## src/logic/bbpc_pkg.sv

```systemverilog
// package for the backup power control block
// assumes apb with 32-bit data, one 10 MHz clock
package bbpc_pkg;
   // register index; the apb byte address is four times the index
   localparam logic [7:0] CTRL_IDX      = 8'h02;
   localparam logic [7:0] STAT_IDX      = 8'h03;
   localparam logic [7:0] MASK_IDX      = 8'h04;
   localparam logic [7:0] CTRL_OFF      = {CTRL_IDX[5:0], 2'b00};
   localparam logic [7:0] STAT_OFF      = {STAT_IDX[5:0], 2'b00};
   localparam logic [7:0] MASK_OFF      = {MASK_IDX[5:0], 2'b00};
   // sync reset: main below battery and threshold, battery fine
   localparam logic [2:0] SYNC_RESET    = 3'h3;
   localparam logic [7:0] CTRL_RESET    = 8'he0;
   localparam int         PM_HI         = 7;
   localparam int         PM_LO         = 5;
   localparam int         SWF_BIT       = 3;
   localparam int         BLF_BIT       = 2;
   localparam int         SWIE_BIT      = 1;
   localparam int         BATTERY_LOW_IRQ_ENABLE_BIT      = 0;
   localparam logic [2:0] PM_OFF        = 3'h7;
   localparam logic [1:0] EVT_RESET     = 2'h0;
   typedef enum logic [1:0] {
      BBPC_STANDBY = 2'b00,
      BBPC_MAIN    = 2'b01,
      BBPC_BATTERY = 2'b10
   } bbpc_supply_t;
   typedef enum logic [1:0] {
      BBPC_SW_STD  = 2'b00,
      BBPC_SW_DIR  = 2'b01,
      BBPC_SW_OFF  = 2'b10
   } bbpc_swmode_t;
   // switch-over mode from the select field
   function automatic bbpc_swmode_t bbpc_sw_mode(input logic [2:0] pm);
      case (pm)
         3'h0, 3'h4: bbpc_sw_mode = BBPC_SW_STD;
         3'h1, 3'h5: bbpc_sw_mode = BBPC_SW_DIR;
         default:    bbpc_sw_mode = BBPC_SW_OFF;
      endcase
   endfunction
   // battery-low detection on for codes 0..3
   function automatic logic bbpc_bl_on(input logic [2:0] pm);
      bbpc_bl_on = (pm[2] == 1'b0);
   endfunction
endpackage

```

## src/logic/bbpc_cmp_if.sv

```systemverilog
// synchronised comparator levels passed between modules
// assumes one clock domain
`timescale 1ns/1ps
interface bbpc_cmp_if;
   logic main_lt_bat;
   logic main_lt_thr;
   logic bat_low;
   modport src (output main_lt_bat, output main_lt_thr, output bat_low);
   modport dst (input main_lt_bat, input main_lt_thr, input bat_low);
endinterface

```

## src/logic/bbpc_sync.sv

```systemverilog
// two-flop synchronisers for the three comparator inputs
// assumes asynchronous analog comparator levels
`timescale 1ns/1ps
module bbpc_sync
   import bbpc_pkg::*;
(
   input  wire logic   clk,
   input  wire logic   rst,
   input  wire logic   main_lt_bat_raw,
   input  wire logic   main_lt_thr_raw,
   input  wire logic   bat_low_raw,
   bbpc_cmp_if.src     cmp
);
   logic [2:0] s1_q;
   logic [2:0] s2_q;
   always_ff @(posedge clk or posedge rst) begin
      if (rst) begin
         // main counts as absent until seen, so standby is not left early
         s1_q <= SYNC_RESET;
         s2_q <= SYNC_RESET;
      end else begin
         s1_q <= {bat_low_raw, main_lt_thr_raw, main_lt_bat_raw};
         s2_q <= s1_q;
      end
   end
   assign cmp.main_lt_bat = s2_q[0];
   assign cmp.main_lt_thr = s2_q[1];
   assign cmp.bat_low     = s2_q[2];
endmodule // bbpc_sync

```

## src/logic/bbpc_top.sv

```systemverilog
// backup supply switch-over and battery-low control with apb registers
// assumes comparator levels are asynchronous, apb on CLK
// Behaviour
// - codes 000/100 standard, 001/101 direct
// - 010/011/111 off; low detect for 0xx
// - select field resets to 111
// - standby until main first appears
// - standard: battery if below both
// - direct: battery if main below battery
// - direct mode ignores threshold comparison
// - switch sets flag, interrupt if enabled
// - flag cleared only back on main
// - on battery ignore bus, float outputs
// - switch-over disabled reads flag zero
// - low battery sets flag, also on battery
// - low interrupt follows flag while enabled
// - bus writes never clear low flag
// - active low interrupt shared with clock
// - level interrupt from the masked sticky events
`timescale 1ns/1ps
module bbpc_top
   import bbpc_pkg::*;
(
   input  wire logic        CLK,
   input  wire logic        SYS_RST,
   input  wire logic        PSEL,
   input  wire logic        PENABLE,
   input  wire logic        PWRITE,
   input  wire logic [7:0]  PADDR,
   input  wire logic [31:0] PWDATA,
   output logic             PREADY,
   output logic [31:0]      PRDATA,
   output logic             PSLVERR,
   input  wire logic        MAIN_LT_BAT,
   input  wire logic        MAIN_LT_THR,
   input  wire logic        BAT_LOW,
   input  wire logic        CLOCK_OUTPUT_EN,
   input  wire logic        CLOCK_OUTPUT_IN,
   output logic             PRIMARY_IRQ_OUT_N,
   output logic             PRIMARY_IRQ_OE,
   output logic             ON_BATTERY,
   output logic             IF_OUT_EN,
   output logic             IRQ
);
   bbpc_cmp_if cmp ();
   logic [2:0]   pm_q;
   logic         swf_q;
   logic         blf_q;
   logic         swie_q;
   logic         battery_low_irq_enable_q;
   logic [1:0]   evt_q;
   logic [1:0]   mask_q;
   bbpc_supply_t sup_q;
   bbpc_supply_t sup_d;
   bbpc_swmode_t mode;
   logic         fail;
   logic         acc;
   logic         wr;
   logic         rd;
   logic         swf_rd;
   logic         irq_d;
   logic         ck_s1_q;
   logic         ck_s2_q;

   bbpc_sync u_sync (
      .clk             (CLK),
      .rst             (SYS_RST),
      .main_lt_bat_raw (MAIN_LT_BAT),
      .main_lt_thr_raw (MAIN_LT_THR),
      .bat_low_raw     (BAT_LOW),
      .cmp             (cmp)
   );

   assign mode = bbpc_sw_mode(pm_q);

   always_comb begin
      case (mode)
         BBPC_SW_STD: fail = cmp.main_lt_bat & cmp.main_lt_thr;
         BBPC_SW_DIR: fail = cmp.main_lt_bat;
         default:     fail = 1'b0;
      endcase
   end

   always_comb begin
      sup_d = sup_q;
      case (sup_q)
         BBPC_STANDBY: if (!cmp.main_lt_bat) sup_d = BBPC_MAIN;
         BBPC_MAIN:    if (fail) sup_d = BBPC_BATTERY;
         BBPC_BATTERY: if (!fail) sup_d = BBPC_MAIN;
         default:      sup_d = BBPC_STANDBY;
      endcase
      if (sup_q == BBPC_MAIN && mode == BBPC_SW_OFF && cmp.main_lt_bat
          && cmp.main_lt_thr)
         sup_d = BBPC_STANDBY;
   end

   always_ff @(posedge CLK or posedge SYS_RST) begin
      if (SYS_RST) sup_q <= BBPC_STANDBY;
      else sup_q <= sup_d;
   end

   assign acc = PSEL & PENABLE & (sup_q == BBPC_MAIN);
   assign wr  = acc & PWRITE;
   assign rd  = acc & ~PWRITE;

   always_ff @(posedge CLK or posedge SYS_RST) begin
      if (SYS_RST) begin
         pm_q   <= CTRL_RESET[PM_HI:PM_LO];
         swie_q <= 1'b0;
         battery_low_irq_enable_q <= 1'b0;
      end else if (wr && PADDR == CTRL_OFF) begin
         if (PWDATA[PM_HI:PM_LO] != 3'h6) pm_q <= PWDATA[PM_HI:PM_LO];
         swie_q <= PWDATA[SWIE_BIT];
         battery_low_irq_enable_q <= PWDATA[BATTERY_LOW_IRQ_ENABLE_BIT];
      end
   end

   always_ff @(posedge CLK or posedge SYS_RST) begin
      if (SYS_RST) swf_q <= 1'b0;
      else if (sup_q == BBPC_MAIN && sup_d == BBPC_BATTERY) swf_q <= 1'b1;
      else if (wr && PADDR == CTRL_OFF && !PWDATA[SWF_BIT]) swf_q <= 1'b0;
   end

   assign swf_rd = swf_q & (mode != BBPC_SW_OFF);

   always_ff @(posedge CLK or posedge SYS_RST) begin
      if (SYS_RST) blf_q <= 1'b0;
      else if (bbpc_bl_on(pm_q)) blf_q <= cmp.bat_low;
      else if (!cmp.bat_low) blf_q <= 1'b0;
   end

   // clock output state is a pin, so it is synchronised
   always_ff @(posedge CLK or posedge SYS_RST) begin
      if (SYS_RST) begin
         ck_s1_q <= 1'b1;
         ck_s2_q <= 1'b1;
      end else begin
         ck_s1_q <= CLOCK_OUTPUT_IN;
         ck_s2_q <= ck_s1_q;
      end
   end

   assign irq_d = (swf_rd & swie_q) | (blf_q & battery_low_irq_enable_q);

   always_ff @(posedge CLK or posedge SYS_RST) begin
      if (SYS_RST) begin
         PRIMARY_IRQ_OUT_N <= 1'b1;
         PRIMARY_IRQ_OE    <= 1'b0;
      end else if (CLOCK_OUTPUT_EN) begin
         PRIMARY_IRQ_OUT_N <= ck_s2_q;
         PRIMARY_IRQ_OE    <= ~ck_s2_q;
      end else begin
         PRIMARY_IRQ_OUT_N <= ~irq_d;
         PRIMARY_IRQ_OE    <= irq_d;
      end
   end

   // sticky events; a set in the read cycle wins over the clear
   always_ff @(posedge CLK or posedge SYS_RST) begin
      if (SYS_RST) evt_q <= EVT_RESET;
      else begin
         if (rd && PADDR == STAT_OFF) evt_q <= EVT_RESET;
         if (sup_q == BBPC_MAIN && sup_d == BBPC_BATTERY) evt_q[0] <= 1'b1;
         if (bbpc_bl_on(pm_q) && cmp.bat_low && !blf_q) evt_q[1] <= 1'b1;
      end
   end

   always_ff @(posedge CLK or posedge SYS_RST) begin
      if (SYS_RST) mask_q <= 2'h0;
      else if (wr && PADDR == MASK_OFF) mask_q <= PWDATA[1:0];
   end

   always_ff @(posedge CLK or posedge SYS_RST) begin
      if (SYS_RST) IRQ <= 1'b0;
      else IRQ <= |(evt_q & mask_q);
   end

   // apb answers in the access cycle; pready and rdata registered
   always_ff @(posedge CLK or posedge SYS_RST) begin
      if (SYS_RST) begin
         PREADY  <= 1'b0;
         PRDATA  <= 32'h0;
         PSLVERR <= 1'b0;
      end else begin
         PREADY  <= PSEL & ~PENABLE & ~PREADY;
         PSLVERR <= 1'b0;
         if (PSEL && !PENABLE && !PWRITE) begin
            case (PADDR)
               CTRL_OFF: PRDATA <= {24'h0, pm_q, 1'b0, swf_rd, blf_q,
                                    swie_q, battery_low_irq_enable_q};
               STAT_OFF: PRDATA <= {30'h0, evt_q};
               MASK_OFF: PRDATA <= {30'h0, mask_q};
               default:  PRDATA <= 32'h0;
            endcase
         end
         if (PSEL && !PENABLE && PADDR != CTRL_OFF && PADDR != STAT_OFF
             && PADDR != MASK_OFF)
            PSLVERR <= 1'b1;
      end
   end

   always_ff @(posedge CLK or posedge SYS_RST) begin
      if (SYS_RST) begin
         ON_BATTERY <= 1'b0;
         IF_OUT_EN  <= 1'b0;
      end else begin
         ON_BATTERY <= (sup_d == BBPC_BATTERY);
         IF_OUT_EN  <= (sup_d == BBPC_MAIN);
      end
   end

   reset_pm_a: assert property (@(posedge CLK)
      $fell(SYS_RST) |-> pm_q == PM_OFF)
      else $error("select field not 111 after reset");
   flag_off_a: assert property (@(posedge CLK) disable iff (SYS_RST)
      (mode == BBPC_SW_OFF && PSEL && PENABLE && !PWRITE
       && PADDR == CTRL_OFF) |-> !PRDATA[SWF_BIT])
      else $error("switch flag visible while disabled");
   flag_set_a: assert property (@(posedge CLK) disable iff (SYS_RST)
      (sup_q == BBPC_MAIN && sup_d == BBPC_BATTERY) |=> swf_q)
      else $error("switch flag not set");
   bat_write_a: assert property (@(posedge CLK) disable iff (SYS_RST)
      sup_q != BBPC_MAIN |=> $stable(pm_q) && $stable(battery_low_irq_enable_q))
      else $error("write taken on battery");
   direct_sw_a: assert property (@(posedge CLK) disable iff (SYS_RST)
      (sup_q == BBPC_MAIN && mode == BBPC_SW_DIR && cmp.main_lt_bat)
      |=> sup_q == BBPC_BATTERY)
      else $error("direct mode did not switch");
   std_hold_a: assert property (@(posedge CLK) disable iff (SYS_RST)
      (sup_q == BBPC_MAIN && mode == BBPC_SW_STD && !cmp.main_lt_thr)
      |=> sup_q != BBPC_BATTERY)
      else $error("standard mode switched above threshold");
   low_hold_a: assert property (@(posedge CLK) disable iff (SYS_RST)
      blf_q && cmp.bat_low |=> blf_q)
      else $error("low flag cleared while battery low");
   irq_pin_a: assert property (@(posedge CLK) disable iff (SYS_RST)
      !CLOCK_OUTPUT_EN |=> PRIMARY_IRQ_OUT_N == !$past(irq_d))
      else $error("irq pin wrong");
   no_six_a: assert property (@(posedge CLK) disable iff (SYS_RST)
      pm_q != 3'h6)
      else $error("select field holds 110");
   low_irq_a: assert property (@(posedge CLK) disable iff (SYS_RST)
      (!CLOCK_OUTPUT_EN && blf_q && battery_low_irq_enable_q) |=> !PRIMARY_IRQ_OUT_N)
      else $error("low battery interrupt not on pin");
   low_off_a: assert property (@(posedge CLK) disable iff (SYS_RST)
      (!blf_q && !bbpc_bl_on(pm_q)) |=> !blf_q)
      else $error("low flag set with detection off");
   low_set_a: assert property (@(posedge CLK) disable iff (SYS_RST)
      (bbpc_bl_on(pm_q) && cmp.bat_low) |=> blf_q)
      else $error("low flag not set");
   standby_a: assert property (@(posedge CLK) disable iff (SYS_RST)
      (sup_q == BBPC_STANDBY && cmp.main_lt_bat) |=> sup_q == BBPC_STANDBY)
      else $error("left standby without main supply");
   sw_keep_a: assert property (@(posedge CLK) disable iff (SYS_RST)
      (swf_q && sup_q != BBPC_MAIN) |=> swf_q)
      else $error("switch flag cleared away from main");
   if_float_a: assert property (@(posedge CLK) disable iff (SYS_RST)
      sup_q != BBPC_MAIN |-> !IF_OUT_EN)
      else $error("interface enabled off main");
   // covers for the main scenarios
   sw_c: cover property (@(posedge CLK) sup_q == BBPC_BATTERY);
   low_c: cover property (@(posedge CLK) blf_q && battery_low_irq_enable_q);
   back_c: cover property (@(posedge CLK)
      sup_q == BBPC_BATTERY ##1 sup_q == BBPC_MAIN);
   stby_c: cover property (@(posedge CLK)
      sup_q == BBPC_MAIN ##1 sup_q == BBPC_STANDBY);
   ckout_c: cover property (@(posedge CLK) CLOCK_OUTPUT_EN && !ck_s2_q);
endmodule // bbpc_top

```

## config.mk

```make
export PLATFORM = sky130hd
export DESIGN_NAME = bbpc_top
export DESIGN_NICKNAME = d
export VERILOG_FILES = /design/src/logic/bbpc_pkg.sv /design/src/logic/bbpc_cmp_if.sv /design/src/logic/bbpc_sync.sv /design/src/logic/bbpc_top.sv
export SDC_FILE = /design/constraint.sdc
export NUM_CORES = 1
export LEC_CHECK = 0
export BUFFER_PORTS_ARGS = -buffer_cell sky130_fd_sc_hd__buf_2
export CORE_MARGIN = 3
export CORE_UTILIZATION = 25
export DETAILED_ROUTE_END_ITERATION = 10
export PLACE_DENSITY_LB_ADDON = 0.15
export SLEW_MARGIN = 5
export SYNTH_ARGS = -nofsm -noshare
export SYNTH_HDL_FRONTEND = slang
export SYNTH_HIERARCHICAL = 1
export SYNTH_SLANG_ARGS = --single-unit
```

## constraint.sdc

```tcl
create_clock -name CLK -period 1.7 [get_ports CLK]
set_clock_uncertainty 0.15 [all_clocks]
set_input_delay 0.085 -clock CLK [delete_from_list [all_inputs] [get_ports CLK]]
set_output_delay 0.085 -clock CLK [all_outputs]
set_load 0.005 [all_outputs]
```

# ---- Word level (Yosys, flattened, before mapping)
# Cells that the tools add are included.
dict set report totals {
  register_bits 60
  in_bits 50
  out_inout_bits 39
  elab_cells 104
}
dict set report op_classes {
  n_eq_ne 18
  muxes 18
  bitwise_logic 18
  reduce_logical 29
}
# op count
set op_table {}
lappend op_table {{case mux 8 bit (3 select lines)} 1}
lappend op_table {{equality test 8 x 4 -> 1 bit (second input constant)} 2}
lappend op_table {{inequality test 8 x 4 -> 1 bit (second input constant)} 2}
lappend op_table {{logical AND 1 bit} 15}
lappend op_table {{bitwise AND 1 bit} 10}
lappend op_table {{2-to-1 mux 2 bit} 5}
lappend op_table {{2-to-1 mux 1 bit} 9}
lappend op_table {{equality test 8 x 5 -> 1 bit (second input constant)} 1}
lappend op_table {{inequality test 8 x 5 -> 1 bit (second input constant)} 1}
lappend op_table {{equality test 2 x 1 -> 1 bit (second input constant)} 3}
lappend op_table {{equality test 2 bit (second input constant)} 3}
lappend op_table {{equality test 3 bit (second input constant)} 2}
lappend op_table {{inverter 1 bit} 6}
lappend op_table {{case mux 2 bit (3 select lines)} 1}
lappend op_table {{nonzero test 2 bit} 3}
lappend op_table {{OR reduction 2 bit} 3}
lappend op_table {{zero test 1 bit} 4}
lappend op_table {{zero test 2 bit} 2}
lappend op_table {{inequality test 2 bit (second input constant)} 2}
lappend op_table {{case mux 2 bit (2 select lines)} 1}
lappend op_table {{equality test 3 x 1 -> 1 bit (second input constant)} 1}
lappend op_table {{zero test 3 bit} 1}
lappend op_table {{inequality test 3 bit (second input constant)} 1}
lappend op_table {{bitwise AND 2 bit} 1}
lappend op_table {{3 further kinds} 3}

# ---- Logic depth before layout (Yosys ltp)
# Gate-level depths: netlist of run 1.
dict set report logic_depth {
  word_depth 11
  depth_mapped 5
  ltp_nobuf 4
}

# ---- Hierarchy
# The synthesis of run 1 kept the hierarchy.
# module n_inst cells_per_inst area_each_um2 seq_area_each_um2
set by_module_without_submodules {}
lappend by_module_without_submodules {bbpc_top 1 126 1423.9 733.2}
lappend by_module_without_submodules {bbpc_sync 1 7 158.9 155.1}

# ---- Worst setup path after synthesis of run 1
# Ideal clock, no wire load.
dict set report synth_timing {
  path_type {flip-flop to flip-flop}
  startpoint {reg sup_q[1]}
  endpoint {reg mask_q[0]}
  setup_time_ns 0.125
  t_arrival_ns 1.206
  required_time_ns 1.425
  slack_ns 0.219
  stages_incl_launch_ff 4
  n_path_buf 0
  cell_sequence {dfrtp_1 > and4b_1 > and3_1 > mux2_2}
}
dict set report synth_between {
  elab_chain_cells 4
}
# element line_no
set synth_lines {}
lappend synth_lines {{start: declaration} bbpc_top.sv:53} ;# bbpc_supply_t sup_q;
lappend synth_lines {{start signal: assignment} bbpc_top.sv:99} ;# else sup_q <= sup_d;
lappend synth_lines {{equality test 2 x 1 -> 1 bit} bbpc_top.sv:102} ;# assign acc = PSEL & PENABLE & (sup_q == BBPC_MAIN);
lappend synth_lines {{bitwise AND 1 bit} bbpc_top.sv:102}
lappend synth_lines {{bitwise AND 1 bit} bbpc_top.sv:103} ;# assign wr = acc & PWRITE;
lappend synth_lines {{logical AND 1 bit} bbpc_top.sv:170} ;# else if (wr && PADDR == MASK_OFF) mask_q <= PWDATA[1:0];
lappend synth_lines {{end signal: assignment} bbpc_top.sv:170}
lappend synth_lines {{end: declaration} bbpc_top.sv:52} ;# logic [1:0] mask_q;
# No other way between the ends.
# A chain may end at the register's enable or synchronous reset.

# ---- Final worst setup path of run 1
# Ends and elaborated chain as after synthesis.

==> results of run 1 <==
[cell usage in the layout (no fill, tap or decap), types with 3 or more instances in the layout]
| cell | instances |
|---|---|
| a21oi_1 | 6 |
| a22o_1 | 7 |
| and3_1 | 3 |
| buf_2 | 37 |
| buf_4 | 3 |
| clkbuf_8 | 5 |
| conb_1 | 25 |
| dfrtp_1 | 25 |
| dfstp_2 | 10 |
| dlygate4sd3_1 | 17 |
| inv_1 | 6 |
| mux2_2 | 4 |
| nand2_1 | 5 |
| nor2_1 | 6 |
| o21ai_0 | 3 |
[critical path, delay by kind of cell, from the launching register on]
family,cells,cell delay (ps)
simple gates,2,570
flops,1,390
mux,1,340
[stage by stage]
stage                     cell area [um^2]  instances  hold slack (ps)
final                                 2070        270             74.7
after detailed placement              1780        245             -131
after CTS                             2060        270             74.0
after global placement                1780        245             -150
after floorplan                       1670        157             -277
after global routing                  2070        270              109
[sequential cells by signal, indices dropped and copies added (netlist names), 2 cells and up]
signal	flops
PRDATA	7
mask_q	2
sup_q	2
u_sync/s1_q	3
u_sync/s2_q	3
evt_q	2
pm_q	3
[synth_stat cells, drive strengths merged, types with 3 or more instances]
master and number:
a22o 7, dfrtp 25, inv 6, and3 3, nor2 6, buf 25, o21ai 3, nand2 5
dfstp 10, mux2 4, a21oi 6
[what timing repair did]
action,4_1_cts,5_1_grt
endpoints found under the setup margin,0,4
hold buffers,17,0
resized for setup,0,1
endpoints found under the hold margin,45,0
[how the worst min path moves through the flow]
stage	start	end	slack, ps	cells past startpoint
6_report	PENABLE	PRDATA[0]	70	3
5_1_grt	SYS_RST	u_sync/s1_q[2]	110	3
4_1_cts	PADDR[2]	evt_q[0]	70	4
3_5_place_dp	SYS_RST	u_sync/s1_q[2]	-130	2
3_3_place_gp	SYS_RST	u_sync/s1_q[2]	-150	2
2_1_floorplan	SYS_RST	u_sync/s1_q[2]	-280	1
[cell families (layout without fill, tap and decap cells)]
family | after synthesis | in the layout | share of synthesized area
XOR/XNOR | 1 | 1 | 0.00553
AND/OR/NAND/NOR | 32 | 32 | 0.141
multiplexers | 6 | 6 | 0.0411
other | 1 | 25 | 0.00237
buffers and inverters | 33 | 71 | 0.138
AO/OA/AOI/OAI | 25 | 25 | 0.111
flip-flops | 35 | 35 | 0.561
[area by class of cell]
| cell class | count | area [um^2] | share of cell area |
|---|---|---|---|
| sequential | 35 | 888 | 0.429 |
| multi-input combinational | 89 | 574 | 0.278 |
| timing repair buffer | 57 | 378 | 0.183 |
| clock buffer | 5 | 68.8 | 0.0333 |
| inverter | 6 | 22.5 | 0.0109 |
| tap | 75 | 93.8 | 0.0453 |
| clock inverter | 3 | 43.8 | 0.0212 |
[per-layer routing]
metal	track usage	up-vias
li1	-	541
met1	0.108	516
met2	0.150	44
met3	0.0355	2
met4	0.0302	0
met5	0	-
[power by group through the flow]
stage	Clock, mW	Combinational, mW	Sequential, mW
final	0.730	0.172	0.883
after global routing	0.798	0.195	0.886
after CTS	0.760	0.172	0.884
after global placement	0	0.140	0.898
after detailed placement	0	0.142	0.899
after floorplan	0	0.109	0.900
==> qor.txt, run 1 <==
status -> finished clean
Int Pwr -> 1.39 mW
CTS Buffer Depth -> 2
Sw Pwr -> 394 uW
drt pass-1 iters -> 4
M1 wire length -> 1.32 mm
Die Ht -> 85.6 um
switching share of power -> 0.221
dpl ws -> 91.2 ps
GR Overflow Total -> 0
Comb pwr share -> 0.096
vias in the first global route -> 1127
I/O Pins -> 89
Leakage -> 1.06 nW
TritonCTS Buffers -> 5
worst skew pair latency -> 280 ps
Synth top area share -> 0.395
total power -> 1.79 mW
initial drt markers -> 33
DR WL met2 -> 1.57 mm
global-route usage over all layers -> 0.0907
syn avg cell area -> 11.9 um^2
post-synth design cell area -> 0.00158 mm^2
PwrDens -> 863 mW/mm^2
post-synth top area cell -> dfrtp_1
sequential area share after synthesis -> 0.561
WP data arrival -> 1590 ps
unrepaired setup endpoints after global routing -> no
clock tree from TritonCTS -> yes
IR drop worst, VDD -> 0.000433 V
drt wl/cell -> 11.7 um
CP Data Required Time -> 1710 ps
# setup viols final -> 0
Setup Fix Bufs, Post-CTS -> 0
crit end category -> register
synth unique cells -> 36
min cycle time layout -> 1570 ps
Hold WC Path Type -> input pin to register
Final HPWL DP -> 2.45 mm
num rows -> 28
synthesized flop and latch total -> 35
first-pass GRT wire length -> 5.25 mm
Slew Viols, Final -> 0
CP max FO -> 3
Layout Area Growth over Synthesis -> 30.8%
initial antenna violation count -> 0
reg-to-reg setup timing slack -> 130 ps
sequential share of power -> 0.495
CP startpoint -> sup_q[1]
Core Area -> 0.00603 mm^2
CP max stage cell -> dfrtp_1
delay of the slowest critical-path stage -> 390 ps
Ys Warns -> 6
final core occ -> 0.343
# clock sinks -> 35
Reg-to-Reg Start -> sup_q[1]
final hold violations -> 0
asr flop ratio synth -> 1.00
total die area -> 0.00732 mm^2
Critical Path, Cell by Cell -> and4b_1 -> and3_1 -> mux2_2
Die X -> 85.6 um
fmax -> 0.636 GHz
Initial Util -> 0.263
# fillers -> 598
H-tree levels -> 2
setup TNS -> 0 ps
R2R cell count -> 3
Port Buffers -> 37
top layer used by detailed routing -> met4
RD Place Congestion -> 0.801
Via-to-Cell Ratio -> 4.09
met3 WL -> 244 um
share of layout cells above drive strength 1 -> 0.349
via count -> 1103
pin count of the biggest net entering global routing -> 30
Setup WS post-layout -> 127 ps
period utilisation layout -> 0.925
EDFF count, synth -> 0
Clk pwr share -> 0.409
crit start category -> register
Root Driver -> clkbuf_8
Nets -> 244
worst setup path endpoint -> mask_q[0]
total detailed-routing wirelength -> 3.15 mm
Synth Flop Type -> dfrtp_1
FF-to-FF End -> mask_q[0]
Gate Count Post-Synth -> 133
ANT cells -> 0
top cells by area, synth -> dfrtp_1, dfstp_2, buf_4
Clock transition at path regs -> 70 ps
# Max-Cap Violations -> 0
antenna violation net count after detailed routing -> 0
Residual DRC -> 0
Crit Path Category -> register to register
(Power assumes the default switching activity.)
==> inputs of run 2 (changes only) <==
- RECOVER_POWER: default -> 50
==> qor.txt, run 2 (synthesis gave the netlist of run 1 again) <==
delay of the slowest critical-path stage -> 390 ps (about the same)
vias in the first global route -> 1127 (unchanged)
Root Driver -> clkbuf_8
Hold WC Path Type -> input pin to register
crit start category -> register
status -> finished clean
Reg-to-Reg Start -> sup_q[1]
ANT cells -> 0 (unchanged)
Slew Viols, Final -> 0 (unchanged)
Int Pwr -> 1.39 mW (about the same)
R2R cell count -> 3 (unchanged)
CP startpoint -> sup_q[1]
most common cell after layout, fill and taps aside -> buf_2
Port Buffers -> 37 (unchanged)
min cycle time layout -> 1570 ps (-1.64 ps)
# setup viols final -> 0 (unchanged)
Max-slew headroom -> 0.537
switching share of power -> 0.221 (about the same)
drt wl/cell -> 11.7 um (+0.57%)
first-pass GRT wire length -> 5.25 mm (unchanged)
CP max FO -> 3 (unchanged)
global-route usage over all layers -> 0.0907 (unchanged)
IR drop worst, VDD -> 0.000433 V (-0.12%)
WP data arrival -> 1590 ps (about the same)
share of layout cells above drive strength 1 -> 0.338 (-0.0103)
Comb pwr share -> 0.096 (about the same)
CTS Buffer Depth -> 2 (unchanged)
I/O Pins -> 89 (unchanged)
Residual DRC -> 0 (unchanged)
final hold violations -> 0 (unchanged)
period utilisation layout -> 0.924 (-0.000963)
Final HPWL DP -> 2.45 mm (unchanged)
Sw Pwr -> 394 uW (about the same)
Die Ht -> 85.6 um (unchanged)
Slew @ Worst Pin -> 695 ps
# Max-Cap Violations -> 0 (unchanged)
total detailed-routing wirelength -> 3.17 mm (+0.57%)
num rows -> 28 (unchanged)
Layout Area Growth over Synthesis -> 30.5%
worst setup path endpoint -> mask_q[0]
Critical Path, Cell by Cell -> and4b_1 -> and3_1 -> mux2_2
unrepaired setup endpoints after global routing -> no
Nets -> 244 (unchanged)
initial drt markers -> 30 (-9.1%)
antenna violation net count after detailed routing -> 0 (unchanged)
Setup Fix Bufs, Post-CTS -> 0 (unchanged)
initial antenna violation count -> 0 (unchanged)
Via-to-Cell Ratio -> 4.04 (-1.0%)
GR Overflow Total -> 0 (unchanged)
clock tree from TritonCTS -> yes
RD Place Congestion -> 0.801 (unchanged)
Die X -> 85.6 um (unchanged)
Clk pwr share -> 0.409 (about the same)
fmax -> 0.637 GHz (+0.10%)
PwrDens -> 864 mW/mm^2 (+0.11%)
Initial Util -> 0.263 (unchanged)
max reg flops -> 7 (unchanged)
most flop-heavy register -> PRDATA
worst skew pair latency -> 280 ps (about the same)
Post-DP Area -> 0.00178 mm^2 (unchanged)
via count -> 1092 (-1.0%)
pin count of the biggest net entering global routing -> 30 (unchanged)
commonest cells after routing, fill and taps aside -> buf_2, dfrtp_1, conb_1, dlygate4sd3_1, dfstp_2
sequential share of power -> 0.495 (about the same)
# clock sinks -> 35 (unchanged)
CP top delay family -> simple AND/OR/NAND/NOR gates
H-tree levels -> 2 (unchanged)
Setup WS post-layout -> 129 ps (+1.64 ps)
setup TNS -> 0 ps (unchanged)
drt pass-1 iters -> 4 (unchanged)
Leakage -> 1.06 nW (-0.29%)
Clock transition at path regs -> 70 ps (about the same)
crit end category -> register
final instance area -> 0.00207 mm^2 (-0.18%)
TritonCTS Buffers -> 5 (unchanged)
FF-to-FF End -> mask_q[0]
dpl ws -> 91.2 ps (unchanged)
Core Area -> 0.00603 mm^2 (unchanged)
CP Data Required Time -> 1710 ps (about the same)
reg-to-reg setup timing slack -> 130 ps (about the same)
critical path depth -> 3 (unchanged)
Crit Path Category -> register to register
CP max stage cell -> dfrtp_1
total die area -> 0.00732 mm^2 (unchanged)
WP buf/inv -> 0 (unchanged)
==> run 2: cell count changes in the layout (fill, tap and decap cells not counted) <==
cell	change
clkbuf_2	+1
clkbuf_1	+1
dfstp_1	+1
dfstp_2	-1
buf_2	-1
buf_4	-1
==> run 2: routing by layer <==
layer | global-route usage | wire length (um) | vias up
li1 | - | - | 541
met5 | 0 | 0 | -
met1 | 0.108 | 1360 | 505
met4 | 0.0302 | 15 | 0
met3 | 0.0355 | 244 | 2
met2 | 0.150 | 1550 | 44
==> run 2: layout make-up <==
class,count,area [um^2]
Fill cell,600,3960
Clock buffer,5,68.8
Clock inverter,3,43.8
Inverter,6,22.5
Timing Repair Buffer,57,374
Sequential cell,35,888
Tap cell,75,93.8
Multi-Input combinational cell,89,574
==> run 2: worst min path at each step <==
stage | from | end | slack (ps) | cells past startpoint
2_1_floorplan | SYS_RST | u_sync/s1_q[2] | -280 | 1
3_3_place_gp | SYS_RST | u_sync/s1_q[2] | -150 | 2
3_5_place_dp | SYS_RST | u_sync/s1_q[2] | -130 | 2
4_1_cts | PADDR[2] | evt_q[0] | 70 | 4
5_1_grt | SYS_RST | u_sync/s1_q[2] | 110 | 3
6_report | PENABLE | PRDATA[0] | 70 | 3
==> run 2: power by group through the flow <==
stage	logic, mW	clock network [mW]	registers (mW)
floorplan	0.109	0	0.900
global placement	0.140	0	0.898
detailed placement	0.142	0	0.899
CTS	0.172	0.760	0.884
global route	0.194	0.798	0.886
finish	0.171	0.730	0.883
==> run 2: worst min-delay path, cell delays in order <==
cell and delay, ps:
buf_2 90, nand3b_1 180, o21ai_0 100
==> run 2: repair_timing <==
| item | 4_1_cts | 5_1_grt |
|---|---|---|
| endpoints found under the hold margin | 45 | 0 |
| endpoints found under the setup margin | 0 | 4 |
| gates resized for setup | 0 | 1 |
| hold buffers | 17 | 0 |
==> run 2: per-stage QoR <==
step / utilization / power, mW / hold slack, ps / instances
after floorplan: - / 1.01 / -277 / 157
after global placement: 0.295 / 1.04 / -150 / 245
after detailed placement: 0.295 / 1.04 / -131 / 245
after CTS: 0.342 / 1.82 / 74.0 / 270
after global routing: 0.343 / 1.88 / 108 / 270
final: 0.343 / 1.78 / 74.7 / 270
==> inputs of run 3 (changes only) <==
- SYNTH_HIERARCHICAL: 1 -> default
==> qor.txt, run 3 <==
status -> finished clean
Slew @ Worst Pin -> 854 ps (+159 ps)
Leakage -> 1.03 nW (-2.2%)
sequential area share after synthesis -> 0.550 (-0.0117)
Core Area -> 0.00610 mm^2 (+1.2%)
worst skew pair latency -> 280 ps (about the same)
# clock sinks -> 35 (unchanged)
unrepaired setup endpoints after global routing -> yes
Die X -> 86.4 um (+0.98%)
share of layout cells above drive strength 1 -> 0.346 (+0.00769)
# setup viols final -> 0 (unchanged)
Max-slew headroom -> 0.431 (-0.106)
Final HPWL DP -> 2.69 mm (+9.5%)
EDFF count, synth -> 0 (unchanged)
Crit Path Category -> register to register
Clock transition at path regs -> 70 ps (about the same)
WP data arrival -> 1700 ps (+110 ps)
Synth Flop Type -> dfrtp_1
CP Data Required Time -> 1720 ps (about the same)
period utilisation layout -> 0.990 (+0.0659)
post-synth top area cell -> dfrtp_1
drt wl/cell -> 12.3 um (+4.9%)
synthesized flop and latch total -> 35 (unchanged)
RD Place Congestion -> 0.809 (+0.94%)
Die Ht -> 86.4 um (+0.98%)
Port Buffers -> 37 (unchanged)
IR drop worst, VDD -> 0.000395 V (-8.7%)
crit end category -> register
crit start category -> register
final hold violations -> 0 (unchanged)
num rows -> 28 (unchanged)
GR Overflow Total -> 0 (unchanged)
list of most frequent post-synthesis cells -> buf_4, dfrtp_1, dfstp_2, nand2_1, inv_1
drt pass-1 iters -> 4 (unchanged)
final instance area -> 0.00212 mm^2 (+2.5%)
Root Driver -> clkbuf_8
Residual DRC -> 0 (unchanged)
commonest cells after routing, fill and taps aside -> buf_2, dfrtp_1, conb_1, dlygate4sd3_1, dfstp_2
vias in the first global route -> 1258 (+12%)
Nets -> 257 (+5.3%)
Gate Count Post-Synth -> 142 (+6.8%)
Post-DP Area -> 0.00184 mm^2 (+3.6%)
initial drt markers -> 38 (+27%)
asr flop ratio synth -> 1.00 (unchanged)
Layout Area Growth over Synthesis -> 31.0%
Ys Warns -> 0 (-6)
pin count of the biggest net entering global routing -> 36 (+20%)
CTS Buffer Depth -> 2 (unchanged)
TritonCTS Buffers -> 5 (unchanged)
syn avg cell area -> 11.4 um^2 (-4.3%)
global-route usage over all layers -> 0.0988 (+0.00809)
Hold WC Path Type -> input pin to register
PwrDens -> 767 mW/mm^2 (-11%)
CP max FO -> 2 (-1)
R2R cell count -> 4 (+1)
max reg flops -> 7 (unchanged)
antenna violation net count after detailed routing -> 0 (unchanged)
initial antenna violation count -> 0 (unchanged)
Synth top area share -> 0.387 (-0.00826)
total detailed-routing wirelength -> 3.48 mm (+10%)
# Max-Cap Violations -> 0 (unchanged)
clock tree from TritonCTS -> yes
setup TNS -> 0 ps (unchanged)
fmax -> 0.594 GHz (-6.7%)
first-pass GRT wire length -> 5.73 mm (+9.1%)
Via-to-Cell Ratio -> 4.25 (+5.2%)
Initial Util -> 0.265 (+0.00252)
most flop-heavy register -> PRDATA
via count -> 1204 (+10%)
I/O Pins -> 89 (unchanged)
top cells by area, synth -> dfrtp_1, dfstp_2, buf_4
min cycle time layout -> 1680 ps (+112 ps)
most common cell after layout, fill and taps aside -> buf_2
synth unique cells -> 35 (-2.8%)
post-synth design cell area -> 0.00162 mm^2 (+2.1%)
H-tree levels -> 2 (unchanged)
worst hold path depth -> 4 (+1)
total die area -> 0.00747 mm^2 (+2.0%)
ANT cells -> 0 (unchanged)
Slew Viols, Final -> 0 (unchanged)
## run 3: cell types whose count changed in the layout (fill, tap and decap cells not counted), moves of 2 or more
cell,before,now
nand3_1,0,4
mux2_2,4,2
a22o_1,7,4
o21ai_0,3,5
mux2i_1,2,0
mux2_4,0,2
o311a_1,0,2
o31ai_1,0,3
inv_1,6,8
nand2_1,5,8
nor4_1,2,0
and3_1,3,0
buf_4,2,7
## run 3: worst max-delay path, cell delays in order, from the launching register on
cell and delay (ps):
dfrtp_1 370, and4b_2 310, nand2_2 70, nor4b_4 340, mux2_4 330
## run 3: metal layers
layer / GRT usage / vias up / routed length (um)
met2: 0.165 / 50 / 1710
met3: 0.0295 / 7 / 278
met4: 0.0439 / 0 / 52
met1: 0.117 / 573 / 1450
met5: 0 / - / 0
li1: - / 574 / -
## run 3: stage by stage
| step | instances | utilization | setup slack [ps] | power (mW) | hold WS [ps] |
|---|---|---|---|---|---|
| after floorplan | 166 | - | 22.1 | 1.01 | -60.5 |
| after global placement | 258 | 0.302 | -27.1 | 1.04 | 40.9 |
| after detailed placement | 258 | 0.302 | -34.5 | 1.05 | 41.2 |
| after CTS | 282 | 0.343 | 17.3 | 1.65 | 1.88 |
| after global routing | 283 | 0.347 | -39.5 | 1.71 | 40.4 |
| final | 283 | 0.347 | 17.0 | 1.62 | 6.51 |
## run 3: cell families after synthesis
kind of cell    after synthesis  synth area share
flops                        35             0.550
simple gates                 35             0.140
buf+inv                      35             0.140
compound gates               32             0.140
mux                           4            0.0279
other cells                   1           0.00232
## run 3: path summary, 6_finish.rpt
| check | from | endpoint | slack (ps) |
|---|---|---|---|
| worst max-delay path | sup_q[1] | mask_q[0] | 20 |
| worst min-delay path | PADDR[1] | PRDATA[7] | 7 |
| worst max register to register | sup_q[1] | mask_q[0] | 20 |
| worst min register to register | u_sync.s1_q[0] | u_sync.s2_q[0] | 210 |
| max in group asynchronous | SYS_RST | PRDATA[7] | 420 |
| min in group asynchronous | SYS_RST | u_sync.s1_q[2] | 440 |
## run 3: power breakdown
group	switching, mW	internal [mW]	total, mW
Combinational	0.0985	0.0877	0.186
Clock	0.272	0.287	0.559
Sequential	0.0118	0.867	0.879
Total	0.382	1.24	1.62
## run 3: timing repair
item,4_1_cts,5_1_grt
setup buffers,0,1
pin swaps,1,2
hold buffers,16,0
resized for setup,1,5
hold endpoints to repair,42,0
endpoints found under the setup margin,2,7
## run 3: layout make-up
cell class	instances	area (um^2)
fillers	635	3980
flip-flops and latches	35	888
multi-input cells	96	621
repair buffers	61	403
well taps	75	93.8
clock buffers	7	76.3
inverters	8	30.0
clock inverters	1	5.00
